==> config.mk <==
export PLATFORM = sky130hd
export DESIGN_NAME = pcc_port_config
export DESIGN_NICKNAME = d
export VERILOG_FILES = /design/src/core/pcc_port_config.v
export VERILOG_INCLUDE_DIRS = /design/src /design/src/core
export SDC_FILE = /design/constraint.sdc
export NUM_CORES = 1
export LEC_CHECK = 0
export BUFFER_PORTS_ARGS = -buffer_cell sky130_fd_sc_hd__buf_4
export CAP_MARGIN = 10
export CORE_MARGIN = 2
export CORE_UTILIZATION = 39
export DETAILED_ROUTE_END_ITERATION = 12
export GPL_ROUTABILITY_DRIVEN = 1
export PLACE_DENSITY_LB_ADDON = 0.2
export SLEW_MARGIN = 20
export SYNTH_ARGS = -nofsm -noshare
export SYNTH_HDL_FRONTEND = slang
export SYNTH_SLANG_ARGS = --single-unit
==> constraint.sdc <==
create_clock -name sys_clk -period 1.4 [get_ports sys_clk]
set_input_delay 0.14 -clock sys_clk [delete_from_list [all_inputs] [get_ports sys_clk]]
set_output_delay 0.14 -clock sys_clk [all_outputs]
set_load 0.1 [all_outputs]
==> src/core/pcc_consts.vh <==
// constants for the port and comparator configuration block
`ifndef PCC_CONSTS_VH
`define PCC_CONSTS_VH
`define PCC_P3M_ANALOG_BIT 1
`define PCC_PORT_CONFIG_REG_CMPOUT_BIT 0
`define PCC_EDGE_HI_BIT 7
`define PCC_EDGE_LO_BIT 6
`define PCC_P0_MODE_IN 2'h0
`define PCC_P0_MODE_OUT 2'h1
`define PCC_P0_MODE_ADDR 2'h2
`define PCC_SYNC_RST 8'h00
`define PCC_P3_OUT_RST 4'h0
`define PCC_AUTOLATCH_EN 1'b1
`define PCC_P3_SYNC_RST 4'h0
`define PCC_ARM_RST 2'h0
`define PCC_ARM_COUNT 2'h3
`endif

==> src/core/pcc_port_config.v <==
// port 0/2/3 pin logic with interrupt edge detection and comparator routing
`timescale 1ns/10ps
`include "pcc_consts.vh"

module pcc_port_config #(
   parameter AUTOLATCH = `PCC_AUTOLATCH_EN
) (
   input wire sys_clk,
   input wire rst_b,
   input wire [7:0] port3_mode_reg,
   input wire [7:0] port_config_reg,
   input wire [7:0] irq_edge_reg,
   input wire [1:0] p0_lo_mode,
   input wire [1:0] p0_hi_mode,
   input wire p0_open_drain,
   input wire [7:0] p2_dir_out,
   input wire p2_open_drain,
   input wire low_emi_sel,
   input wire [7:0] p0_out_data,
   input wire [7:0] p0_addr_data,
   input wire [7:0] p2_out_data,
   input wire [3:0] p3_out_data,
   input wire timer1_out,
   input wire [5:0] handshake_out,
   input wire [5:0] handshake_oe,
   input wire comparator_a_output,
   input wire comparator_b_output,
   input wire [7:0] port0_lines_in,
   output wire [7:0] port0_lines_out,
   output wire [7:0] port0_lines_oe,
   input wire [7:0] port2_lines_in,
   output wire [7:0] port2_lines_out,
   output wire [7:0] port2_lines_oe,
   input wire port3_line0,
   input wire port3_line1,
   input wire port3_line2,
   input wire port3_line3,
   output wire port3_line4,
   output wire port3_line5,
   output wire port3_line6,
   output wire port3_line7,
   output wire low_emi_drive,
   output wire [7:0] port0_hold_en,
   output wire [7:0] port2_hold_en,
   output wire port3_line0_hold_en,
   output wire analog_mode,
   output reg [7:0] port0_rd_ff,
   output reg [7:0] port2_rd_ff,
   output reg [3:0] port3_rd_ff,
   output wire timer1_ext_in,
   output wire [5:0] handshake_in,
   output reg ext_int_0,
   output reg ext_int_1,
   output reg ext_int_2,
   output reg ext_int_3
);

////////////////////////////////////////////////////////////////////////////////
// port 0 and port 2 drivers

function nib_out;
   input [1:0] mode;
   begin
      nib_out = (mode == `PCC_P0_MODE_OUT) || (mode == `PCC_P0_MODE_ADDR);
   end
endfunction

wire [7:0] p0_drive_val;
wire [7:0] p0_is_out;
wire [7:0] p0_is_addr;

assign p0_is_out = {{4{nib_out(p0_hi_mode)}}, {4{nib_out(p0_lo_mode)}}};
assign p0_is_addr = {{4{p0_hi_mode == `PCC_P0_MODE_ADDR}}, {4{p0_lo_mode == `PCC_P0_MODE_ADDR}}};
assign p0_drive_val = (p0_is_addr & p0_addr_data) | (~p0_is_addr & p0_out_data);

genvar gi;
generate
   for (gi = 0; gi < 8; gi = gi + 1) begin : g_pin
      // open drain: only drive low
      assign port0_lines_out[gi] = p0_drive_val[gi];
      assign port0_lines_oe[gi] = p0_is_out[gi] & (~p0_open_drain | ~p0_drive_val[gi]);
      assign port2_lines_out[gi] = p2_out_data[gi];
      assign port2_lines_oe[gi] = p2_dir_out[gi] & (~p2_open_drain | ~p2_out_data[gi]);
   end
endgenerate

assign low_emi_drive = low_emi_sel;

wire hold_on;
assign hold_on = (AUTOLATCH != 0);
assign port0_hold_en = {8{hold_on}} & ~port0_lines_oe;
assign port2_hold_en = {8{hold_on}} & ~port2_lines_oe;
assign port3_line0_hold_en = hold_on;

////////////////////////////////////////////////////////////////////////////////
// port 3 outputs

wire cmp_out_en;
assign analog_mode = port3_mode_reg[`PCC_P3M_ANALOG_BIT];
assign cmp_out_en = port_config_reg[`PCC_PORT_CONFIG_REG_CMPOUT_BIT];

reg [3:0] p3_out_ff;
wire [3:0] nxt_p3_out;
assign nxt_p3_out[0] = cmp_out_en ? comparator_a_output
                     : (handshake_oe[3] ? handshake_out[3] : p3_out_data[0]);
assign nxt_p3_out[1] = handshake_oe[4] ? handshake_out[4] : p3_out_data[1];
assign nxt_p3_out[2] = handshake_oe[5] ? handshake_out[5] : timer1_out;
assign nxt_p3_out[3] = cmp_out_en ? comparator_b_output : p3_out_data[3];

always @(posedge sys_clk or negedge rst_b) begin
   if (!rst_b) begin
      p3_out_ff <= `PCC_P3_OUT_RST;
   end else begin
      p3_out_ff <= nxt_p3_out;
   end
end

// always driven, push-pull
assign port3_line4 = p3_out_ff[0];
assign port3_line5 = p3_out_ff[1];
assign port3_line6 = p3_out_ff[2];
assign port3_line7 = p3_out_ff[3];

////////////////////////////////////////////////////////////////////////////////
// input synchronisers

wire [3:0] p3_raw;
// in analog mode lines 1,2 are replaced by comparator results
assign p3_raw = {port3_line3,
                 analog_mode ? comparator_b_output : port3_line2,
                 analog_mode ? comparator_a_output : port3_line1,
                 port3_line0};

reg [7:0] s0_p0_ff;
reg [7:0] s1_p0_ff;
reg [7:0] s0_p2_ff;
reg [7:0] s1_p2_ff;
reg [3:0] s0_p3_ff;
reg [3:0] s1_p3_ff;
reg [3:0] d_p3_ff;
reg [3:0] pin3_s0_ff;
reg [3:0] pin3_s1_ff;

// port 0 synchroniser and read register
always @(posedge sys_clk or negedge rst_b) begin
   if (!rst_b) begin
      s0_p0_ff <= `PCC_SYNC_RST;
      s1_p0_ff <= `PCC_SYNC_RST;
      port0_rd_ff <= `PCC_SYNC_RST;
   end else begin
      s0_p0_ff <= port0_lines_in;
      s1_p0_ff <= s0_p0_ff;
      port0_rd_ff <= s1_p0_ff;
   end
end

// port 2 synchroniser and read register
always @(posedge sys_clk or negedge rst_b) begin
   if (!rst_b) begin
      s0_p2_ff <= `PCC_SYNC_RST;
      s1_p2_ff <= `PCC_SYNC_RST;
      port2_rd_ff <= `PCC_SYNC_RST;
   end else begin
      s0_p2_ff <= port2_lines_in;
      s1_p2_ff <= s0_p2_ff;
      port2_rd_ff <= s1_p2_ff;
   end
end

// port 3 event path: pin or comparator, per mode
always @(posedge sys_clk or negedge rst_b) begin
   if (!rst_b) begin
      s0_p3_ff <= `PCC_P3_SYNC_RST;
      s1_p3_ff <= `PCC_P3_SYNC_RST;
      d_p3_ff <= `PCC_P3_SYNC_RST;
   end else begin
      s0_p3_ff <= p3_raw;
      s1_p3_ff <= s0_p3_ff;
      d_p3_ff <= s1_p3_ff;
   end
end

// port 3 raw pins for read register bit 3, timer and handshake inputs
always @(posedge sys_clk or negedge rst_b) begin
   if (!rst_b) begin
      pin3_s0_ff <= `PCC_P3_SYNC_RST;
      pin3_s1_ff <= `PCC_P3_SYNC_RST;
      port3_rd_ff <= `PCC_P3_SYNC_RST;
   end else begin
      pin3_s0_ff <= {port3_line3, port3_line2, port3_line1, port3_line0};
      pin3_s1_ff <= pin3_s0_ff;
      port3_rd_ff <= {pin3_s1_ff[3], s1_p3_ff[2:0]};
   end
end

assign timer1_ext_in = pin3_s1_ff[1];
assign handshake_in = {3'h0, pin3_s1_ff[3:1]};

////////////////////////////////////////////////////////////////////////////////
// edge detection arming

// no edges until the pipeline holds real pin samples:
// reset values must never look like an edge
reg [1:0] arm_cnt_ff;
wire [1:0] nxt_arm_cnt;
wire det_armed;
assign det_armed = (arm_cnt_ff == `PCC_ARM_COUNT);
assign nxt_arm_cnt = det_armed ? arm_cnt_ff : arm_cnt_ff + 2'h1;

always @(posedge sys_clk or negedge rst_b) begin
   if (!rst_b) begin
      arm_cnt_ff <= `PCC_ARM_RST;
   end else begin
      arm_cnt_ff <= nxt_arm_cnt;
   end
end

////////////////////////////////////////////////////////////////////////////////
// edge detection and interrupt mapping

wire [3:0] rise;
wire [3:0] fall;
assign rise = s1_p3_ff & ~d_p3_ff & {4{det_armed}};
assign fall = ~s1_p3_ff & d_p3_ff & {4{det_armed}};

wire e7;
wire e6;
assign e7 = irq_edge_reg[`PCC_EDGE_HI_BIT];
assign e6 = irq_edge_reg[`PCC_EDGE_LO_BIT];

// an enabled edge seen on one line
function edge_hit;
   input rise_en;
   input fall_en;
   input r;
   input f;
   begin
      edge_hit = (rise_en & r) | (fall_en & f);
   end
endfunction

reg l1_rise_en;
reg l1_fall_en;
reg l2_rise_en;
reg l2_fall_en;
always @* begin
   l1_rise_en = 1'b0;
   l1_fall_en = 1'b0;
   l2_rise_en = 1'b0;
   l2_fall_en = 1'b0;
   case ({e7, e6})
      2'h0: begin
         l1_fall_en = 1'b1;
         l2_fall_en = 1'b1;
      end
      2'h1: begin
         l1_fall_en = 1'b1;
         l2_rise_en = 1'b1;
      end
      2'h2: begin
         l1_rise_en = 1'b1;
         l2_fall_en = 1'b1;
      end
      default: begin
         l1_rise_en = 1'b1;
         l1_fall_en = 1'b1;
         l2_rise_en = 1'b1;
         l2_fall_en = 1'b1;
      end
   endcase
end

wire l1_hit;
wire l2_hit;
assign l1_hit = edge_hit(l1_rise_en, l1_fall_en, rise[1], fall[1]);
assign l2_hit = edge_hit(l2_rise_en, l2_fall_en, rise[2], fall[2]);

// one-cycle request pulses, one per enabled edge; line 3 falls give none in analog mode
always @(posedge sys_clk or negedge rst_b) begin
   if (!rst_b) begin
      ext_int_0 <= 1'b0;
      ext_int_1 <= 1'b0;
      ext_int_2 <= 1'b0;
      ext_int_3 <= 1'b0;
   end else begin
      ext_int_3 <= fall[0];
      ext_int_2 <= l1_hit;
      ext_int_0 <= l2_hit;
      ext_int_1 <= fall[3] & ~analog_mode;
   end
end

endmodule // pcc_port_config

# After elaboration in Yosys (flattened, before gate mapping)
# Cells that the tools add are included.
# word_totals
word_cells	112
input_bits	104
reg_bits	82
# classes
n_addsub	1
n_reduce_logical	5
mux	11
eq_ne	7
bitwise_logic	70
# op_table
op	count
$not A8 Y8	3
$and A1 B1 Y1	21
$not A1 Y1	19
$or A1 B1 Y1	18
$and A8 B8 Y8	2
$mux W1	11
$and A4 B4 Y4	2
$eq A2 B2 Y1 const B	4
$or A8 B8 Y8	1
$and A3 B3 Y3	2
$eq A2 B1 Y1 const B	3
$not A4 Y4	1
$reduce_or A2 Y1	2
$not A3 Y3	1
$add A2 B1 Y2 const B	1
$logic_not A2 Y1	1
$logic_or A1 B1 Y1	2

# Logic depth before layout (Yosys ltp)
# depth
word_depth	8
depth_mapped	5
mapped_depth_nobuf	5

# Worst setup path after synthesis
# OpenSTA, ideal clock, no wires.
# synth_timing
path_kind	input to output
start	in p0_lo_mode[0]
end	out port0_lines_oe[0]
n_path_buf	0
arrival_ns	2.255
stages	5
path_slack_ns	-0.995
path_cell_list	inv_1 ha_1 mux2_4 a21o_1 inv_1
# synth_between
elab_chain_len	7
word_cells_on_any_way	10
cone_classes	2 x eq/ne; 7 x bitwise; 1 x reduce/logical
# synth_lines
element	line	source
start, declared	pcc_port_config.v:13	input wire [1:0] p0_lo_mode,
$eq A2 B2 Y1 (no line) (*)	--	
$not A8 Y8	pcc_port_config.v:74	assign p0_drive_val = (p0_is_addr & p0_addr_data) | (~p0_is_addr & p0_out_data);
$and A8 B8 Y8	pcc_port_config.v:74	
$or A8 B8 Y8 (*)	pcc_port_config.v:74	
via port0_lines_out[0]	pcc_port_config.v:29	output wire [7:0] port0_lines_out,
$not A1 Y1 (*)	pcc_port_config.v:81	assign port0_lines_oe[gi] = p0_is_out[gi] & (~p0_open_drain | ~p0_drive_val[gi]);
$or A1 B1 Y1 (*)	pcc_port_config.v:81	
$and A1 B1 Y1 (*)	pcc_port_config.v:81	
end, declared	pcc_port_config.v:30	output wire [7:0] port0_lines_oe,
# Mark *: on every way through the listed nets, which the timed path passes. The rest lies on a longest branch.

# Worst setup path in the final report
# layout_timing
start	in p0_hi_mode[0]
end	out port0_lines_oe[6]
# layout_between
elab_chain_len	7
word_cells_on_any_way	10
cone_classes	2 x eq/ne; 7 x bitwise; 1 x reduce/logical
# layout_lines
element	line	source
start, declared	pcc_port_config.v:14	input wire [1:0] p0_hi_mode,
$eq A2 B2 Y1 (no line)	--	
$not A8 Y8	pcc_port_config.v:74	
$and A8 B8 Y8	pcc_port_config.v:74	
$or A8 B8 Y8	pcc_port_config.v:74	
$not A1 Y1	pcc_port_config.v:81	
$or A1 B1 Y1	pcc_port_config.v:81	
$and A1 B1 Y1 (*)	pcc_port_config.v:81	
# Every way passes the cells marked *; elsewhere a longest branch is shown, timed or not.

==> results.cfg <==
[pwr]
power_density_nw_per_um2 = 1360
total_power_uw = 6140
cell_internal_pwr_uw = 3780
sw_frac_of_total_pct = 38.4
pwr-share-comb_pct = 36.4
max-vdd-ir-drop_v = 0.000850
clkPwrFrac_pct = 26.4
power.net_switching_uw = 2360
sequentialPowerShare_pct = 37.2
power_leakage_uw = 0.00221

[sta]
finalCriticalPeriod_ns = 1.38
maxSlewViolCount = 0
hold_viol = 0
hold_ws_ns = 0.0200
fmax_ghz = 0.727
clock_skew_ns = 0.00549
fin_tns_setup_ns = 0
fin_crit_sh_pct = 98.2
layout_setup_ws_ns = 0.0249
setup_viol = 0
rsz0062_at_grt = yes

[clocking]
tritoncts = yes
clk_pin_slew_ns = 0.07
cts_buffers = 9
clock_latency_ns = 0.33
cts_setup_buffers = 0
cts_sinks = 74
clock_tree.root_cell = clkbuf_8
htree_num_levels = 3
clk_path_buf_depth = 2

[drt]
drc = 0
wl_mm = 5.95
drtAntennaViolNets = 0
viasPerCell = 4.28
first_pass_iters = 4
num_vias = 1836
drt_iter0_markers = 31
avgRoutedWirePerCell_um = 13.9

[yosys]
ys_seq_area_share_pct = 73.7
ys_seq_elements = 74
yosys.cell_types.count = 19
synth_cells = 168
netlist_area_sq_um = 2510
ys_warn_count = 0
syn-mean-instance-area_sq_um = 14.9

[grt]
grt_max_degree = 32
track_usage_pct = 17.6
antenna_found_initial = 0
grt_pass1_wl_mm = 9.53
grt.overflow.total = 0
grt_pass1_vias = 1940

[setup_path]
critPathCaptureType = output port
path_cells = buf_4, inv_4, ha_4, mux2_4, a21o_4, inv_6, buf_12
path_max_fanout = 4
critical_path_buf_inv_count = 4
cp_top_family = buffers and inverters
crit_type = in -> out
max_stage_delay_ns = 0.32
startpoint_type = input pin
worst_ep_arrival_time_ns = 1.24
critPathSlowestCell = mux2_4
cp.required_ns = 1.26

[final_layout]
multi_input_area_sq_um = 609
drive_gt1_share_pct = 63.4
n_antenna_cell = 0
area_delta_synth_final_pct = 79.5
finalNonFillerCells = 429
nFillCells = 405
fin_nets = 454
regArea_sq_um = 1850

[floorplan]
ioPinCount = 190
fp.dieW_um = 84.2
start_util_pct = 40.0
die_height_um = 84.2
dieArea_sq_um = 7100
num_rows = 29
core_sq_um = 6280

[run]
drv_cap = 0

[placed_design]
place_inst = 390
post-place-ws_ns = -0.183
port_buffers = 156
place_congestion = 0.809
place_hpwl_mm = 4.41

[status]
outcome = complete, no violations

[hold_path]
hp-class = in -> reg
[path summary, 6_finish.rpt]
path	start	end	slack [ns]	cells after the start
min in group asynchronous	rst_b	pin3_s0_ff[1]	0.29	2
worst max-delay path	p0_hi_mode[0]	port0_lines_oe[6]	0.02	7
max in group asynchronous	rst_b	port0_rd_ff[1]	0.57	3
worst min register to register	s0_p2_ff[5]	s1_p2_ff[5]	0.35	0
worst max register to register	arm_cnt_ff[0]	arm_cnt_ff[1]	0.25	2
worst min-delay path	timer1_out	p3_out_ff[2]	0.02	2
[flip-flops by register name, indices dropped and copies added, names as in the netlist, 3 cells and up]
register / flops
p3_out_ff: 4
pin3_s0_ff: 4
pin3_s1_ff: 4
port0_rd_ff: 8
port2_rd_ff: 8
port3_rd_ff: 3
s0_p0_ff: 8
s0_p2_ff: 8
s1_p0_ff: 8
s1_p2_ff: 8
[repair_timing]
| item | in CTS | in global routing |
|---|---|---|
| setup endpoints to repair | 15 | 8 |
| endpoints found under the hold margin | 51 | 0 |
| pin swaps | 1 | 7 |
| hold buffers | 23 | 0 |
| gates resized for setup | 36 | 6 |
[cell type report]
cell class,instances,area share [%]
timing repair buffer,185,35.3
multi-input combinational,59,13.5
clock buffer,11,3.36
clock inverter,5,1.17
sequential,74,41.1
tap,77,2.14
inverter,18,3.36
[layer usage]
metal / wire length [um] / part of all wire [%] / track usage (%) / vias to the layer above
li1: - / - / - / 863
met1: 2280 / 38 / 20.8 / 857
met2: 3050 / 51 / 29.9 / 101
met3: 433 / 7.3 / 4.82 / 15
met4: 178 / 3.0 / 7.92 / 0
met5: 0 / 0 / 0 / -
[cells by family (layout without fill, tap and decap cells)]
| family | count (synthesis) | count (layout) | share of synthesized area (%) |
|---|---|---|---|
| xor+xnor | 1 | 1 | 0.349 |
| buf+inv | 37 | 219 | 8.07 |
| other cells | 2 | 4 | 0.299 |
| simple gates | 25 | 25 | 4.98 |
| flops | 74 | 74 | 73.7 |
| mux | 15 | 15 | 7.87 |
| compound gates | 11 | 11 | 3.19 |
| fa+ha+maj | 3 | 3 | 1.49 |
[per-stage QoR]
step / area, sq um / utilization (%)
2_1_floorplan: 2710 / -
3_3_place_gp: 3900 / 62.2
3_5_place_dp: 3900 / 62.2
4_1_cts: 4490 / 71.6
5_1_grt: 4510 / 71.8
6_report: 4510 / 71.8
[cells in the final DEF (no fill, tap or decap), types with 2 or more instances in the layout]
cell type	synthesis	final
nand2_4	0	8
nand2_1	17	9
dlygate4sd3_1	0	23
mux2_1	6	6
a21o_4	0	8
buf_12	0	9
clkinvlp_4	0	10
a21boi_1	2	2
dfrtp_1	74	73
ha_4	0	2
clkinv_2	0	3
nand2b_1	2	2
inv_6	0	5
buf_6	0	7
mux2_4	8	8
clkbuf_8	0	11
nand3b_1	4	4
clkinv_4	0	2
buf_4	17	145
conb_1	2	4
[power groups by stage]
| stage | registers (uW) | logic, uW | clock network, uW |
|---|---|---|---|
| floorplan | 2690 | 1200 | 0 |
| global placement | 2320 | 2060 | 0 |
| detailed placement | 2330 | 2070 | 0 |
| CTS | 2290 | 2240 | 1670 |
| global route | 2300 | 2290 | 1760 |
| finish | 2290 | 2230 | 1620 |
[Yosys cell counts]
| cell type | number | area, sq um |
|---|---|---|
| mux2_1 | 6 | 67.6 |
| nand2_1 | 17 | 63.8 |
| mux2i_1 | 1 | 10.0 |
| nand3b_1 | 4 | 30.0 |
| o21ai_1 | 1 | 5.00 |
| and3b_1 | 1 | 8.76 |
| clkbuf_1 | 2 | 7.51 |
| conb_1 | 2 | 7.51 |
| a21o_1 | 8 | 60.1 |
| mux2_4 | 8 | 120 |
| dfrtp_1 | 74 | 1850 |
| inv_1 | 11 | 41.3 |
| inv_2 | 7 | 26.3 |
| buf_4 | 17 | 128 |
| nor4bb_1 | 1 | 10.0 |
| nand2b_1 | 2 | 12.5 |
| xnor2_1 | 1 | 8.76 |
| a21boi_1 | 2 | 15.0 |
| ha_1 | 3 | 37.5 |
No activity file was read; power rests on OpenSTA's default activity.
